===== config.mk =====
export PLATFORM = sky130hd
export DESIGN_NAME = cchk_host
export DESIGN_NICKNAME = d
export VERILOG_FILES = /design/src/cchk_pkg.sv /design/src/cchk_rsp_if.sv /design/src/cchk_host.sv /design/src/cchk_reply_rx.sv
export SDC_FILE = /design/constraint.sdc
export NUM_CORES = 1
export LEC_CHECK = 0
export BUFFER_PORTS_ARGS = -buffer_cell sky130_fd_sc_hd__buf_4
export CAP_MARGIN = 10
export CORE_ASPECT_RATIO = 0.5
export CORE_UTILIZATION = 54
export CTS_CLUSTER_SIZE = 25
export DETAILED_ROUTE_END_ITERATION = 16
export GPL_ROUTABILITY_DRIVEN = 0
export PLACE_DENSITY = 0.84
export SYNTH_ARGS = -nofsm -noshare
export SYNTH_HDL_FRONTEND = slang
export SYNTH_SLANG_ARGS = --single-unit

===== constraint.sdc =====
create_clock -name clk -period 5.7 [get_ports clk]
set_clock_uncertainty 0.05 [all_clocks]
set_input_delay 1.14 -clock clk [delete_from_list [all_inputs] [get_ports clk]]
set_output_delay 1.14 -clock clk [all_outputs]
set_load 0.01 [all_outputs]

===== src/cchk_pkg.sv =====
package cchk_pkg;

    // ------------------------------------------------------------
    // Framing bytes and codes
    // ------------------------------------------------------------
    localparam logic [7:0] HDR_START_BYTE = 8'h01;
    localparam logic [7:0] END_BYTE = 8'h03;
    localparam logic [7:0] DATA_START_BYTE = 8'h81;
    localparam logic [7:0] LEN_HIGH_BYTE = 8'h00;
    localparam logic [7:0] CMD_CERT_CHECK = 8'h27;
    localparam logic [7:0] CMD_FLASH_SET = 8'h36;
    localparam logic [7:0] RES_CERT_ERR = 8'hA7;
    localparam logic [7:0] RES_FLASH_ERR = 8'hB6;
    localparam logic [7:0] LEN_CERT_CMD = 8'h06;
    localparam logic [7:0] LEN_FLASH_CMD = 8'h07;
    localparam logic [7:0] LEN_CERT_OK = 8'h05;
    localparam logic [7:0] LEN_STATUS = 8'h0A;

    // ------------------------------------------------------------
    // Parameter limits
    // ------------------------------------------------------------
    localparam logic [7:0] AUTH_PLAIN_CRC = 8'hFF;
    localparam logic [15:0] RSV_FILL = 16'h0000;
    localparam logic [15:0] CERT_SIZE_MAX = 16'h00D8;
    localparam logic [7:0] FREQ_SEL_MAX = 8'h03;
    localparam logic [7:0] SUPPLY_SEL_MAX = 8'h01;
    localparam logic [31:0] DRV_LEN_MAX = 32'h0003_7000;
    localparam logic [31:0] DRV_LEN_ZERO = 32'h0000_0000;

    // ------------------------------------------------------------
    // Frame geometry
    // ------------------------------------------------------------
    localparam int FRAME_MAX = 12;
    localparam logic [3:0] CERT_FRAME_LEN = 4'hB;
    localparam logic [3:0] FLASH_FRAME_LEN = 4'hC;
    localparam int RSP_BODY_MAX = 10;
    localparam int POS_RES = 0;
    localparam int POS_STS = 1;
    localparam int POS_DETAIL = 2;
    localparam int POS_LOC = 6;

    // ------------------------------------------------------------
    // Timing
    // ------------------------------------------------------------
    localparam int CLK_MHZ = 20;
    localparam int REPLY_WAIT_US = 1000;
    localparam int REPLY_WAIT_CYCLES = REPLY_WAIT_US * CLK_MHZ;

    typedef logic [FRAME_MAX-1:0][7:0] cchk_frame_t;
    typedef logic [RSP_BODY_MAX-1:0][7:0] cchk_body_t;

endpackage


===== src/cchk_rsp_if.sv =====
interface cchk_rsp_if;
    import cchk_pkg::*;
    logic valid;
    logic good;
    logic [7:0] len;
    cchk_body_t body;
    modport src (output valid, output good, output len, output body);
    modport dst (input valid, input good, input len, input body);
endinterface


===== src/cchk_host.sv =====
module cchk_host import cchk_pkg::*; #(
    parameter int REPLY_WAIT = REPLY_WAIT_CYCLES
) (
    input wire logic clk,
    input wire logic sys_rst,
    input wire logic cmdStart,
    input wire logic cmdFlash,
    input wire logic loaderReady,
    input wire logic [7:0] authKind,
    input wire logic [15:0] certSize,
    input wire logic [7:0] freqSel,
    input wire logic [7:0] supplySel,
    input wire logic [31:0] driverLen,
    output logic busy,
    output logic cmdRefused,
    output logic cmdDone,
    output logic replyOk,
    output logic linkErr,
    output logic [7:0] replyCode,
    output logic [7:0] statusCode,
    output logic [31:0] statusDetail,
    output logic [31:0] failLocation,
    output logic flashConfigured,
    output logic [7:0] txData,
    output logic txValid,
    input wire logic txReady,
    input wire logic [7:0] rxData,
    input wire logic rxValid
);

    localparam int WAIT_W = $clog2(REPLY_WAIT + 1);
    localparam logic [WAIT_W-1:0] WAIT_LAST = WAIT_W'(REPLY_WAIT - 1);

    typedef enum {ST_IDLE, ST_SEND, ST_WAIT} cchk_state_t;

    cchk_rsp_if rsp ();

    cchk_state_t state_q, state_d;
    cchk_frame_t frame_q, frame_d;
    logic [3:0] frameLen_q, frameLen_d;
    logic [3:0] idx_q, idx_d;
    logic flash_q, flash_d;
    logic [WAIT_W-1:0] wait_q, wait_d;
    logic refused_q, refused_d;
    logic done_q, done_d;
    logic ok_q, ok_d;
    logic linkErr_q, linkErr_d;
    logic [7:0] res_q, res_d;
    logic [7:0] sts_q, sts_d;
    logic [31:0] detail_q, detail_d;
    logic [31:0] loc_q, loc_d;
    logic flashCfg_q, flashCfg_d;

    logic [7:0] certSum;
    logic [7:0] flashSum;
    logic certBad;
    logic flashBad;
    logic [7:0] rspRes;
    logic [7:0] okRes;
    logic [7:0] errRes;
    logic [7:0] okLen;

    // ------------------------------------------------------------
    // Request framing
    // ------------------------------------------------------------
    // negate the byte sum from length high up
    assign certSum = 8'h00 - (LEN_HIGH_BYTE + LEN_CERT_CMD + CMD_CERT_CHECK
        + authKind + RSV_FILL[15:8] + RSV_FILL[7:0]
        + certSize[15:8] + certSize[7:0]);
    assign flashSum = 8'h00 - (LEN_HIGH_BYTE + LEN_FLASH_CMD + CMD_FLASH_SET
        + freqSel + supplySel + driverLen[31:24] + driverLen[23:16]
        + driverLen[15:8] + driverLen[7:0]);

    // only the plain CRC check is sent
    // oversize certificate stopped before the link
    // no check until the loader is in place
    assign certBad = (authKind != AUTH_PLAIN_CRC)
        || (certSize > CERT_SIZE_MAX) || !loaderReady;
    assign flashBad = (freqSel > FREQ_SEL_MAX)
        || (supplySel > SUPPLY_SEL_MAX) || (driverLen == DRV_LEN_ZERO)
        || (driverLen > DRV_LEN_MAX);

    // ------------------------------------------------------------
    // Reply decoding
    // ------------------------------------------------------------
    assign rspRes = rsp.body[POS_RES];
    assign okRes = flash_q ? CMD_FLASH_SET : CMD_CERT_CHECK;
    assign errRes = flash_q ? RES_FLASH_ERR : RES_CERT_ERR;
    assign okLen = flash_q ? LEN_STATUS : LEN_CERT_OK;

    always_comb begin
        state_d = state_q;
        frame_d = frame_q;
        frameLen_d = frameLen_q;
        idx_d = idx_q;
        flash_d = flash_q;
        wait_d = wait_q;
        refused_d = 1'b0;
        done_d = 1'b0;
        ok_d = ok_q;
        linkErr_d = linkErr_q;
        res_d = res_q;
        sts_d = sts_q;
        detail_d = detail_q;
        loc_d = loc_q;
        flashCfg_d = flashCfg_q;
        case (state_q)
            ST_IDLE: begin
                if (cmdStart && (cmdFlash ? flashBad : certBad)) begin
                    refused_d = 1'b1;
                end else if (cmdStart) begin
                    flash_d = cmdFlash;
                    idx_d = 4'h0;
                    state_d = ST_SEND;
                    if (cmdFlash) begin
                        // flash setting frame, first byte lowest
                        frame_d = {END_BYTE, flashSum, driverLen[7:0],
                            driverLen[15:8], driverLen[23:16],
                            driverLen[31:24], supplySel, freqSel,
                            CMD_FLASH_SET, LEN_FLASH_CMD, LEN_HIGH_BYTE,
                            HDR_START_BYTE};
                        frameLen_d = FLASH_FRAME_LEN;
                    end else begin
                        frame_d = {8'h00, END_BYTE, certSum, certSize[7:0],
                            certSize[15:8], RSV_FILL[7:0], RSV_FILL[15:8],
                            authKind, CMD_CERT_CHECK, LEN_CERT_CMD,
                            LEN_HIGH_BYTE, HDR_START_BYTE};
                        frameLen_d = CERT_FRAME_LEN;
                    end
                end
            end
            ST_SEND: begin
                if (txReady) begin
                    idx_d = idx_q + 4'h1;
                    if (idx_q == frameLen_q - 4'h1) begin
                        // Park on byte 0 so txData never indexes off the frame
                        idx_d = 4'h0;
                        wait_d = '0;
                        state_d = ST_WAIT;
                    end
                end
            end
            ST_WAIT: begin
                wait_d = wait_q + {{(WAIT_W-1){1'b0}}, 1'b1};
                if (rsp.valid) begin
                    done_d = 1'b1;
                    state_d = ST_IDLE;
                    res_d = rspRes;
                    ok_d = 1'b0;
                    linkErr_d = 1'b0;
                    sts_d = 8'h00;
                    detail_d = '1;
                    loc_d = '1;
                    // cert success reply carries only reserved bytes; flash success reply carries a status byte
                    if (rsp.good && rspRes == okRes && rsp.len == okLen) begin
                        ok_d = 1'b1;
                        if (flash_q) begin
                            sts_d = rsp.body[POS_STS];
                        end
                    // error reply with status fields, MSB first
                    // one status per reply is all there is
                    end else if (rsp.good && rspRes == errRes
                        && rsp.len == LEN_STATUS) begin
                        sts_d = rsp.body[POS_STS];
                        detail_d = {rsp.body[POS_DETAIL],
                            rsp.body[POS_DETAIL+1], rsp.body[POS_DETAIL+2],
                            rsp.body[POS_DETAIL+3]};
                        loc_d = {rsp.body[POS_LOC], rsp.body[POS_LOC+1],
                            rsp.body[POS_LOC+2], rsp.body[POS_LOC+3]};
                    end else begin
                        linkErr_d = 1'b1;
                    end
                    // gate for later external flash commands
                    if (flash_q) begin
                        flashCfg_d = rsp.good && rspRes == okRes
                            && rsp.len == okLen;
                    end
                end else if (wait_q == WAIT_LAST) begin
                    // Silent device: give up rather than hang the host
                    done_d = 1'b1;
                    ok_d = 1'b0;
                    linkErr_d = 1'b1;
                    state_d = ST_IDLE;
                    // unanswered flash setting leaves flash unset
                    if (flash_q) begin
                        flashCfg_d = 1'b0;
                    end
                end
            end
            default: state_d = ST_IDLE;
        endcase
    end

    always_ff @(posedge clk) begin
        if (sys_rst) begin
            state_q <= ST_IDLE;
            frame_q <= '0;
            frameLen_q <= 4'h0;
            idx_q <= 4'h0;
            flash_q <= 1'b0;
            wait_q <= '0;
            refused_q <= 1'b0;
            done_q <= 1'b0;
            ok_q <= 1'b0;
            linkErr_q <= 1'b0;
            res_q <= 8'h00;
            sts_q <= 8'h00;
            detail_q <= '0;
            loc_q <= '0;
            flashCfg_q <= 1'b0;
        end else begin
            state_q <= state_d;
            frame_q <= frame_d;
            frameLen_q <= frameLen_d;
            idx_q <= idx_d;
            flash_q <= flash_d;
            wait_q <= wait_d;
            refused_q <= refused_d;
            done_q <= done_d;
            ok_q <= ok_d;
            linkErr_q <= linkErr_d;
            res_q <= res_d;
            sts_q <= sts_d;
            detail_q <= detail_d;
            loc_q <= loc_d;
            flashCfg_q <= flashCfg_d;
        end
    end

    // ------------------------------------------------------------
    // Reply receiver
    // ------------------------------------------------------------
    // receiver hunts for the reply start byte
    cchk_reply_rx u_rx (
        .clk(clk),
        .sys_rst(sys_rst),
        .rxData(rxData),
        .rxValid(rxValid),
        .rsp(rsp)
    );

    assign busy = (state_q != ST_IDLE);
    assign txValid = (state_q == ST_SEND);
    assign txData = frame_q[idx_q];
    assign cmdRefused = refused_q;
    assign cmdDone = done_q;
    assign replyOk = ok_q;
    assign linkErr = linkErr_q;
    assign replyCode = res_q;
    assign statusCode = sts_q;
    assign statusDetail = detail_q;
    assign failLocation = loc_q;
    assign flashConfigured = flashCfg_q;

endmodule // cchk_host


===== src/cchk_reply_rx.sv =====
module cchk_reply_rx import cchk_pkg::*; (
    input wire logic clk,
    input wire logic sys_rst,
    input wire logic [7:0] rxData,
    input wire logic rxValid,
    cchk_rsp_if.src rsp
);

    typedef enum {RX_HUNT, RX_LENH, RX_LENL, RX_BODY, RX_SUM, RX_END}
        cchk_rx_state_t;

    cchk_rx_state_t state_q, state_d;
    logic [7:0] len_q, len_d;
    logic [7:0] cnt_q, cnt_d;
    logic [7:0] sum_q, sum_d;
    logic bad_q, bad_d;
    logic sumOk_q, sumOk_d;
    logic valid_q, valid_d;
    logic good_q, good_d;
    cchk_body_t body_q, body_d;

    always_comb begin
        state_d = state_q;
        len_d = len_q;
        cnt_d = cnt_q;
        sum_d = sum_q;
        bad_d = bad_q;
        sumOk_d = sumOk_q;
        body_d = body_q;
        valid_d = 1'b0;
        good_d = good_q;
        if (rxValid) begin
            case (state_q)
                RX_HUNT: begin
                    // Skip line noise until a reply header appears
                    if (rxData == DATA_START_BYTE) begin
                        state_d = RX_LENH;
                        sum_d = 8'h00;
                        bad_d = 1'b0;
                    end
                end
                RX_LENH: begin
                    bad_d = (rxData != LEN_HIGH_BYTE);
                    sum_d = sum_q + rxData;
                    state_d = RX_LENL;
                end
                RX_LENL: begin
                    len_d = rxData;
                    sum_d = sum_q + rxData;
                    cnt_d = 8'h00;
                    // A length the body store cannot hold ends the frame
                    if (bad_q || rxData == 8'h00 || rxData > LEN_STATUS) begin
                        valid_d = 1'b1;
                        good_d = 1'b0;
                        state_d = RX_HUNT;
                    end else begin
                        state_d = RX_BODY;
                    end
                end
                RX_BODY: begin
                    body_d[cnt_q[3:0]] = rxData;
                    sum_d = sum_q + rxData;
                    cnt_d = cnt_q + 8'h01;
                    if (cnt_q == len_q - 8'h01) begin
                        state_d = RX_SUM;
                    end
                end
                RX_SUM: begin
                    // sum from length high up plus check byte is zero
                    sumOk_d = ((sum_q + rxData) == 8'h00);
                    state_d = RX_END;
                end
                RX_END: begin
                    valid_d = 1'b1;
                    good_d = (rxData == END_BYTE) && sumOk_q;
                    state_d = RX_HUNT;
                end
                default: state_d = RX_HUNT;
            endcase
        end
    end

    always_ff @(posedge clk) begin
        if (sys_rst) begin
            state_q <= RX_HUNT;
            len_q <= 8'h00;
            cnt_q <= 8'h00;
            sum_q <= 8'h00;
            bad_q <= 1'b0;
            sumOk_q <= 1'b0;
            valid_q <= 1'b0;
            good_q <= 1'b0;
            body_q <= '0;
        end else begin
            state_q <= state_d;
            len_q <= len_d;
            cnt_q <= cnt_d;
            sum_q <= sum_d;
            bad_q <= bad_d;
            sumOk_q <= sumOk_d;
            valid_q <= valid_d;
            good_q <= good_d;
            body_q <= body_d;
        end
    end

    assign rsp.valid = valid_q;
    assign rsp.good = good_q;
    assign rsp.len = len_q;
    assign rsp.body = body_q;

endmodule // cchk_reply_rx


After elaboration in Yosys (flattened, before gate mapping)
Index checks and enable logic that the tools add are counted.

storage, ports and cells
  logic and storage cells = 209
  output and inout port bits = 95
  input bits = 87
  register bits = 377

cells by class
  order comparisons = 8
  bitwise operators = 4
  eq/ne operators = 28
  $add $sub $neg = 17
  reductions and logical operators = 48
  multiplexer cells = 60

operators by type and width
  cell                    count
  $mux W32                12
  $pmux W32 S5            1
  $eq A32 B2 Y1 const B   4
  $logic_not A32 Y1       3
  $pmux W32 S3            1
  $mux W90                1
  $bwmux W80              1
  $add A8 B8 Y8           8
  $eq A32 B1 Y1 const B   2
  $eq A32 B3 Y1 const B   2
  $mux W8                 6
  $bmux W8 S4             1
  $demux W8 S4            1
  $gt A32 B18 Y1 const B  1
  $pmux W8 S2             2
  $reduce_bool A32 Y1     1
  $mux W15                2
  $pmux W15 S2            1
  $mux W4                 5
  $mux W1                 18
  $reduce_and A3 Y1       6
  $add A6 B8 Y8 const A   2
  $eq A8 B8 Y1            2
  $gt A16 B8 Y1 const B   1
  other kinds (39)        81

Longest topological paths before layout
Gate-level depths: netlist of the first run.

  depth in word-level cells = 8
  depth in mapped cells = 16
  gate-level depth less buffers = 16

Cells and area by module
From an unflattened synthesis of the first run, not the netlist that was laid out.

unflattened totals
  cell total of the unflattened synthesis = 1601
  area, all modules = 13528.0 um^2

modules (own cells, without submodules)
  module         instances  cells an instance  area an instance (um^2)  seq. area each (um^2)
  cchk_host      1          1012               8708.4                   3303.2
  cchk_reply_rx  1          589                4819.6                   2222.1

Least setup slack after synthesis of the first run
OpenSTA, ideal clock, no wires.

  kind = input -> register
  start point = input port driverLen[11]
  end point = register frame_q[86] in the netlist's numbering
  arrival time = 4439 ps
  stages = 13
  library setup time = 70 ps
  path buffers = 0
  setup slack = 1141 ps
  path through = inv_1 > fa_1 > fa_1 > inv_1 > fa_1 > fa_1 > inv_1 > ha_1 > a31oi_1 > o21ai_0 > xnor2_1 > or3_1 > a21oi_1

on the way
  word-level cells in the longest chain between the ends = 7
  elaborated cells between the ends (all ways) = 12
  classes of those cells = add/sub: 3; order compare: 1; mux: 2; bitwise: 1; reduce/logical: 5

RTL lines
  item                                                                   RTL line          source
  from (decl)                                                            cchk_host.sv:13   input wire logic [31:0] driverLen,
  parallel branches: the longest is 7 deep, another holds $add A8 B8 Y8  -
  to (signal assigned)                                                   cchk_host.sv:213  frame_q <= frame_d;
  to (decl)                                                              cchk_host.sv:39   cchk_frame_t frame_q, frame_d;

Several ways; the timed one is not identified.
A chain may end at the register's enable or synchronous reset.

Worst setup path after layout of the first run
  start point = input port driverLen[11]
  end point = register frame_q[85] in the netlist's numbering

Same word-level chain as after synthesis.

==> results of run 1 <==
==> cell type report <==
type	count	area (µm²)
sequential	276	5530
timing repair buffer	190	1430
multi-input combinational	1093	7180
clock inverter	10	81.3
inverter	96	360
tap	336	420
fill	1999	8570
clock buffer	34	709
==> flip-flops by register name (all words and copies together), names as in the netlist, 4 cells and up <==
signal	flops
statusDetail	32
frame_q	57
wait_q	15
u_rx.sum_q	8
u_rx.rsp.len	8
u_rx.rsp.body	80
replyCode	8
u_rx.cnt_q	8
failLocation	32
statusCode	8
idx_q	4
==> report_power, final <==
part	internal [W]	switching [W]	leakage (nW)
Clock	0.000916	0.000735	0.395
Combinational	0.000283	0.000350	3.84
Sequential	0.00193	0.000000312	2.22
Total	0.00313	0.00109	6.46
==> tightest hold or removal path: stages (launching register included) <==
cell	delay, ns
dfxtp_1	0.31
nand2_1	0.05
a21oi_1	0.05
==> per-stage QoR <==
stage / instance area (µm²) / instances / util, % / setup WS (ns)
6_report: 15700 / 2035 / 64.7 / 1.36
2_1_floorplan: 13500 / 1568 / - / 1.14
3_3_place_gp: 14900 / 1991 / 61.4 / 0.950
5_1_grt: 15700 / 2035 / 64.7 / 1.23
4_1_cts: 15700 / 2035 / 64.7 / 1.39
3_5_place_dp: 14900 / 1991 / 61.4 / 0.831
==> cell usage after synthesis (5+ instances only) <==
| cell | n | area share, % |
|---|---|---|
| a21o_1 | 9 | 0.50 |
| a21oi_1 | 99 | 3.7 |
| a22o_1 | 11 | 0.71 |
| a22oi_1 | 5 | 0.28 |
| a31oi_1 | 7 | 0.32 |
| and2_1 | 28 | 1.3 |
| buf_1 | 15 | 0.42 |
| buf_2 | 15 | 0.56 |
| clkbuf_1 | 68 | 1.9 |
| dfxtp_1 | 276 | 41 |
| fa_1 | 34 | 5.0 |
| ha_1 | 41 | 3.8 |
| inv_1 | 96 | 2.7 |
| mux2i_1 | 68 | 5.0 |
| mux4_2 | 10 | 1.7 |
| nand2_1 | 155 | 4.3 |
| nand2b_1 | 15 | 0.70 |
| nand3_1 | 42 | 1.6 |
| nand3b_1 | 6 | 0.33 |
| nand4_1 | 13 | 0.60 |
| nor2_1 | 187 | 5.2 |
| nor2b_1 | 16 | 0.74 |
| nor3_1 | 154 | 5.7 |
| nor3b_1 | 7 | 0.39 |
| nor4_1 | 15 | 0.70 |
| o21ai_0 | 32 | 1.2 |
| or3_1 | 8 | 0.37 |
| xnor2_1 | 41 | 2.7 |
| xor2_1 | 17 | 1.1 |
==> placed cells by master, fill, tap and decap left out, drive strengths merged, types with 16 or more instances in the layout <==
master    n
ha       41
clkbuf   34
nand3    42
nor2    187
nor4     17
nor2b    16
o21ai    32
nor3    158
mux2i    69
buf     190
and2     28
inv      97
xor2     17
dfxtp   276
fa       34
nand2   155
a21oi    99
xnor2    41
==> per-layer routing <==
layer	vias to the layer above	wire [µm]	track usage [%]
li1	5512	-	-
met1	5325	14300	34.0
met2	407	15800	44.6
met3	79	2050	3.81
met4	0	1080	9.02
met5	-	0	0
==> final timing paths <==
| check | endpoint | slack (ns) | cells after the start |
|---|---|---|---|
| hold / removal | u_rx.rsp.body[16] | 0.40 | 2 |
| hold reg to reg | u_rx.rsp.body[16] | 0.40 | 2 |
| setup reg to reg | statusCode[5] | 2.76 | 5 |
| setup / recovery | frame_q[85] | 1.36 | 15 |
==> kinds of logic (layout without fill, tap and decap cells) <==
logic type | after synthesis | after routing | synth area share, %
mux | 83 | 83 | 7.15
xor+xnor | 59 | 59 | 3.93
compound gates | 195 | 195 | 8.88
flops | 276 | 276 | 41.0
fa+ha+maj | 75 | 75 | 8.85
buf+inv | 199 | 330 | 5.87
simple gates | 681 | 681 | 24.4
==> flow_summary.yaml, run 1 <==
worst_setup_path:
  critical_path_buf_inv_count: 4
  crit_arrival_ns: 4.66
  crit_path_top_delay_cell: "fa_1"
  endpoint_kind: "register"
  r2r-start: "state_q[1]"
  cp-start-kind: "input port"
  cp_top_family: "adder cells"
  crit_fanout: 3
  slowest_delay_ns: 0.54
  path_common_cell: "fa_1"
  crit_start: "driverLen[11]"
  required_ns: 6.03
  path_class: "input port to register"
  path_cells: "buf_4, inv_1, fa_1, fa_1, inv_1, fa_1, fa_1, inv_1, ha_1, a21oi_1, nor2b_1, or3_1, and3_1, mux2i_1, nor2_1"
timing:
  whs_ns: 0.404
  fmax_ghz: 0.231
  fin_crit_ns: 4.34
  setup_violations: 0
  post-route-period-util_pct: 76.1
  worst_pin_slew_ns: 1.09
  max_slew_margin_pct: 27.0
  finalMaxSlewViolations: 0
  rsz0062_at_grt: "no"
  hold_viol_final: 0
  tns_ns: 0
clock_network:
  root_buffer: "clkbuf_16"
  path_clk_slew_ns: 0.06
  clock_path_buffers: 3
  post-cts-setup-buffers: 0
  cts_resized: 0
  cts_sinks: 276
  cts_buffers: 25
  cts_tree: "yes"
  postCtsHoldBufs: 0
  cts_max_level: 1
  insertion_delay_ns: 0.54
synthesis:
  synth-seq-cells: 276
  avgSynthCellArea_um2: 8.60
  ys_seq_area_share_pct: 41.0
  syn_nets: 1730
  syn_area_mm2: 0.0135
  synthArstFlopShare_pct: 0
  synthFlopType: "dfxtp_1"
  yosys_warnings: 0
  synth_edf_count: 0
  ys_types: 67
  synth_cells: 1568
status:
  status: "finished clean"
detailed_routing:
  drc: 0
  drt_wl_total_um: 33200
  drtAntennaViolNets: 0
  vias: 11300
  drt_iter0_markers: 915
  firstDrtPassIters: 5
  wire_per_inst_um: 16.3
  avgViaCountPerCell: 5.56
global_route:
  grt_pass1_vias: 10700
  grt_pass1_wl_um: 54300
  track_usage_pct: 26.1
  grt_max_degree: 117
  antenna_found_initial: 0
  overflow: 0
hold_path:
  hold_path.startpoint: "u_rx.rsp.body[16]"
  hold_class: "register to register"
die:
  dieArea_mm2: 0.0257
  core_area_mm2: 0.0243
  dieWidth_um: 226
  io-pin-count: 182
  die_h_um: 114
  initial_utilization_pct: 55.6
  row_count: 40
power:
  power_w: 0.00421
  ir_worst_vdd_mv: 0.219
  power_density_mw_per_mm2: 268
  p_leak_nw: 6.46
placed_design:
  hpwl_um: 22900
  port_buffers: 181
final_layout:
  syn_to_final_growth_pct: 16.4
  fin_nets: 1844
  diodes: 0
  drive_above_1_share_pct: 15.9
run:
  cap_violations: 0
(Power assumes the default switching activity.)
==> inputs of run 2 (changes only) <==
--- a/config.mk
+++ b/config.mk
@@ -5,14 +5,15 @@
 export SDC_FILE = /design/constraint.sdc
 export NUM_CORES = 1
 export LEC_CHECK = 0
+export ABC_AREA = 1
 export BUFFER_PORTS_ARGS = -buffer_cell sky130_fd_sc_hd__buf_4
 export CAP_MARGIN = 10
 export CORE_ASPECT_RATIO = 0.5
-export CORE_UTILIZATION = 54
+export CORE_UTILIZATION = 53
 export CTS_CLUSTER_SIZE = 25
 export DETAILED_ROUTE_END_ITERATION = 16
 export GPL_ROUTABILITY_DRIVEN = 0
-export PLACE_DENSITY = 0.84
+export PLACE_DENSITY = 0.85
 export SYNTH_ARGS = -nofsm -noshare
 export SYNTH_HDL_FRONTEND = slang
 export SYNTH_SLANG_ARGS = --single-unit
==> constraint.sdc (replaced) <==
create_clock -name clk -period 3.8 [get_ports clk]
set_clock_uncertainty 0.05 [all_clocks]
set_input_delay 0.76 -clock clk [delete_from_list [all_inputs] [get_ports clk]]
set_output_delay 0.76 -clock clk [all_outputs]
set_load 0.01 [all_outputs]
==> flow_summary.yaml, run 2 <==
status:
  status: "finished clean"
clock_network:
  root_buffer: "clkbuf_16"
  cts_tree: "yes"
  insertion_delay_ns: 0.54
  postCtsHoldBufs: 0
  cts_buffers: 25
  cts_sinks: 276
  cts_max_level: 1
  clock_path_buffers: 3
  path_clk_slew_ns: 0.06
synthesis:
  synth_edf_count: 0
  ys_types: 57
  yosys-top-cells-count: "342 x nand2_1, 298 x inv_1, 276 x dfxtp_1"
  yosys_warnings: 0
  avgSynthCellArea_um2: 7.33
  synthFlopType: "dfxtp_1"
  syn_area_mm2: 0.0149
  synth-seq-cells: 276
  synth_largest_area_cell: "dfxtp_1"
  synthArstFlopShare_pct: 0
  syn_nets: 2195
  netlist.area_leader.share_pct: 37.1
  ys_seq_area_share_pct: 37.1
  synth.most_common_cell: "nand2_1"
  synth_area_leaders: "dfxtp_1 37%, nand2_1 8.6%, inv_1 7.5%"
  synth_cells: 2033
die:
  die_h_um: 121
  core_area_mm2: 0.0270
  io-pin-count: 182
  dieWidth_um: 239
  dieArea_mm2: 0.0289
  row_count: 42
  initial_utilization_pct: 55.2
worst_setup_path:
  rr_worst_depth: 12
  path_common_cell: "fa_1"
  critical_path_buf_inv_count: 4
  r2r-end: "wait_q[6]"
  crit_start: "driverLen[27]"
  slowest_delay_ns: 0.53
  crit_path_top_delay_cell: "fa_1"
  crit_end: "frame_q[87]"
  cp_top_family: "adder cells"
  path_class: "input port to register"
  worst-path-stages: 18
  path_cells: "buf_8, inv_4, fa_1, fa_1, inv_2, fa_1, fa_1, inv_2, ha_4, nand3_2, nand3_2, a21oi_2, o21bai_1, nand3b_1, nand2_1, nor2_1, nor2_1, nor2_1"
  reg2reg_setup_slack_ns: 1.27
  r2r-start: "frameLen_q[2]"
  required_ns: 4.12
  endpoint_kind: "register"
  cp-start-kind: "input port"
  crit_arrival_ns: 3.99
  crit_fanout: 3
placed_design:
  dp_slack_ns: -0.452
  placed_area_mm2: 0.0167
  hpwl_um: 27300
  port_buffers: 181
detailed_routing:
  vias: 14000
  avgViaCountPerCell: 5.37
  drt_iter0_markers: 1065
  firstDrtPassIters: 5
  drtAntennaViolNets: 0
  drt_wl_total_um: 38100
  wire_per_inst_um: 14.6
  drc: 0
final_layout:
  syn_to_final_growth_pct: 18.4
  final_common_cell: "nand2_1"
  fillCellCount: 2316
  diodes: 0
  final_area_mm2: 0.0176
  largest_reg_flops: 80
  fin_nets: 2370
  final_cell_mix: "342 x nand2_1, 291 x inv_1, 276 x dfxtp_1, 231 x buf_4, 229 x nor2_1"
  drive_above_1_share_pct: 18.1
hold_path:
  hold_class: "register to register"
timing:
  tns_ns: 0
  worst_pin_slew_ns: 1.11
  setup_violations: 0
  fin_crit_ns: 3.67
  layout_setup_ws_ns: 0.135
  post-route-period-util_pct: 96.5
  fmax_ghz: 0.273
  whs_ns: 0.390
  rsz0062_at_grt: "yes"
  finalMaxSlewViolations: 0
  hold_viol_final: 0
  max_slew_margin_pct: 26.3
global_route:
  antenna_found_initial: 0
  grt_pass1_vias: 12900
  grt_max_degree: 95
  overflow: 0
  grt_pass1_wl_um: 61600
  track_usage_pct: 26.0
run:
  cap_violations: 0
power:
  power_density_mw_per_mm2: 405
  p_leak_nw: 8.15
  ir_worst_vdd_mv: 0.231
-- run 2: layout make-up --
class	count	area, µm²	share of cell area (%)
clock buffers	38	774	4.39
clock inverters	7	114	0.645
inverters	318	1220	6.91
multi-input cells	1351	7740	43.8
flip-flops and latches	276	5530	31.3
well taps	374	468	2.65
repair buffers	236	1810	10.3
-- run 2: power by group --
part           internal (W)  switching (W)
sequential          0.00291      0.0000255
clock               0.00161        0.00110
combinational      0.000688       0.000823
-- run 2: worst min-delay path by stage --
stage	from	endpoint	cells past startpoint
finish	frame_q[49]	frame_q[49]	2
global route	frame_q[47]	frame_q[47]	2
CTS	frame_q[49]	frame_q[49]	2
detailed placement	frame_q[49]	frame_q[49]	2
global placement	frame_q[49]	frame_q[49]	2
floorplan	frame_q[48]	frame_q[48]	2
-- run 2: layer usage --
metal	track usage, %	vias to the layer above	part of all wire, %
li1	-	6953	-
met4	10.1	0	3.4
met1	33.1	6393	43
met5	0	-	0
met2	44.6	529	47
met3	3.81	93	6.7
-- run 2: worst reg2reg max path: stages, from the launching register on --
cell and delay, ns:
dfxtp_1 0.60, inv_2 0.21, ha_1 0.33, nand2_1 0.07, o21ai_0 0.07, nor3_1 0.14
nand2_1 0.09, inv_1 0.13, nand3_2 0.11, nand2_2 0.16, inv_1 0.21, nor3_1 0.20
nor3_1 0.06
-- run 2: timing repair --
item / CTS / global route
setup endpoints to repair: 0 / 1
setup buffers: 0 / 2
resized for setup: 0 / 10
-- run 2: cell families (layout without fill, tap and decap cells) --
| logic type | after synthesis | count (layout) | share of synthesized area (%) |
|---|---|---|---|
| xor gates and xnor gates | 33 | 33 | 1.94 |
| buffers and inverters | 406 | 599 | 11.4 |
| DFF | 276 | 276 | 37.1 |
| adders and majority gates | 75 | 75 | 8.00 |
| AOI/OAI and AO/OA | 423 | 423 | 16.8 |
| and+or+nand+nor | 820 | 820 | 24.7 |
-- run 2: per-stage QoR --
stage | cells | power, W | util [%]
after global placement | 2553 | 0.00440 | 61.9
after global routing | 2600 | 0.00752 | 65.3
final | 2600 | 0.00715 | 65.3
after CTS | 2598 | 0.00714 | 65.2
after floorplan | 2033 | 0.00397 | -
after detailed placement | 2553 | 0.00444 | 61.9
==> inputs of run 3 (changes only) <==
--- a/config.mk
+++ b/config.mk
@@ -14,6 +14,7 @@
 export DETAILED_ROUTE_END_ITERATION = 16
 export GPL_ROUTABILITY_DRIVEN = 0
 export PLACE_DENSITY = 0.85
+export RECOVER_POWER = 100
 export SYNTH_ARGS = -nofsm -noshare
 export SYNTH_HDL_FRONTEND = slang
 export SYNTH_SLANG_ARGS = --single-unit
==> flow_summary.yaml, run 3 (same netlist as run 2, synthesis figures left out) <==
power:
  p_leak_nw: 7.64
  seqPwrFrac_pct: 41.2
  switchingPower_w: 0.00194
  ir_worst_vdd_mv: 0.232
  clockPowerShare_pct: 37.9
  power_density_mw_per_mm2: 418
  switching_share_pct: 27.1
  combPwrFrac_pct: 20.9
  intPower_w: 0.00520
  power_w: 0.00713
global_route:
  grt_pass1_wl_um: 61600
  antenna_found_initial: 0
  grt_max_degree: 95
  track_usage_pct: 26.0
  overflow: 0
  grt_pass1_vias: 12900
detailed_routing:
  avgViaCountPerCell: 5.37
  drt_iter0_markers: 1207
  wire_per_inst_um: 14.6
  firstDrtPassIters: 6
  drc: 0
  vias: 14000
  drt_wl_total_um: 38100
  drtAntennaViolNets: 0
clock_network:
  root_buffer: "clkbuf_16"
  postCtsHoldBufs: 0
  path_clk_slew_ns: 0.06
  cts_buffers: 25
  clock_path_buffers: 3
  cts_tree: "yes"
  cts_sinks: 276
  cts_max_level: 1
  insertion_delay_ns: 0.54
timing:
  tns_ns: 0
  worst_pin_slew_ns: 1.75
  max_slew_margin_pct: -17.5
  fin_crit_ns: 3.67
  hold_viol_final: 0
  rsz0062_at_grt: "yes"
  setup_violations: 0
  finalMaxSlewViolations: 68
  fmax_ghz: 0.273
  post-route-period-util_pct: 96.5
status:
  failed_checks: "capacitance limit, slew limit"
  status: "finished with violations"
die:
  row_count: 42
  dieArea_mm2: 0.0289
  io-pin-count: 182
  dieWidth_um: 239
  core_area_mm2: 0.0270
  die_h_um: 121
  initial_utilization_pct: 55.2
placed_design:
  placed_area_mm2: 0.0167
  hpwl_um: 27300
  place_inst: 2553
  port_buffers: 181
worst_setup_path:
  endpoint_kind: "register"
  cp-start-kind: "input port"
  crit_fanout: 3
  crit_arrival_ns: 3.99
  required_ns: 4.12
  reg2reg_setup_slack_ns: 0.43
  path_class: "input port to register"
final_layout:
  largest_reg_flops: 80
  layout.cells.non_filler: 2600
  drive_above_1_share_pct: 11.6
  syn_to_final_growth_pct: 14.4
  fin_nets: 2370
  final_cell_mix: "362 x nand2_1, 296 x inv_1, 276 x dfxtp_1, 240 x nor2_1, 144 x a21oi_1"
  final_common_cell: "nand2_1"
  diodes: 0
  utilization_pct: 63.2
  final_area_mm2: 0.0171
hold_path:
  hold_class: "register to register"
run:
  cap_violations: 4
run 3: cell count changes in the layout (fill, tap and decap cells not counted), sizes merged:
cell	previous run	this run
inv	313	312
clkinvlp	0	1
buf	236	129
clkbuf	38	145
run 3: repair_timing:
action	CTS	global route
buffers inserted	0	2
gates resized for setup	0	10
endpoints found under the setup margin	0	1
run 3: metal layers:
metal,global-route usage [%],part of all wire [%]
met1,33.1,43
met2,44.6,47
met3,3.81,6.8
met4,10.1,3.6
met5,0,0
run 3: cell type report:
class	count	area (µm²)
well taps	374	468
flip-flops and latches	276	5530
fillers	2460	9950
clock inverters	7	114
multi-input cells	1351	7550
clock buffers	38	774
inverters	318	1220
repair buffers	236	1410
run 3: worst max-delay path, stage by stage:
cell and delay, ns:
buf_8 0.08, inv_4 0.03, fa_1 0.51, fa_1 0.52, inv_2 0.04, fa_1 0.47, fa_1 0.53, inv_2 0.05
ha_4 0.24, nand3_2 0.06, nand3_2 0.09, a21oi_2 0.14, o21bai_1 0.08, nand3b_1 0.15, nand2_1 0.07, nor2_1 0.03
nor2_1 0.09, nor2_1 0.04
run 3: through the flow:
stage	setup slack, ns	hold WS, ns
final	0.134	0.389
after global routing	-0.0581	0.404
after CTS	0.105	0.390
after detailed placement	-0.452	0.380
after global placement	-0.371	0.376
after floorplan	-0.0957	0.367
run 3: final timing paths:
check             startpoint           endpoint  cells past startpoint
min              frame_q[49]        frame_q[49]                      2
min reg2reg      frame_q[49]        frame_q[49]                      2
max reg2reg  u_rx.state_q[1]  u_rx.rsp.body[75]                     10
max            driverLen[27]        frame_q[87]                     18
run 3: power by group through the flow:
stage	logic [W]	registers (W)	clock network, W
finish	0.00149	0.00294	0.00270
global route	0.00169	0.00294	0.00286
CTS	0.00145	0.00294	0.00275
detailed placement	0.00144	0.00300	0
global placement	0.00139	0.00300	0
floorplan	0.000976	0.00300	0
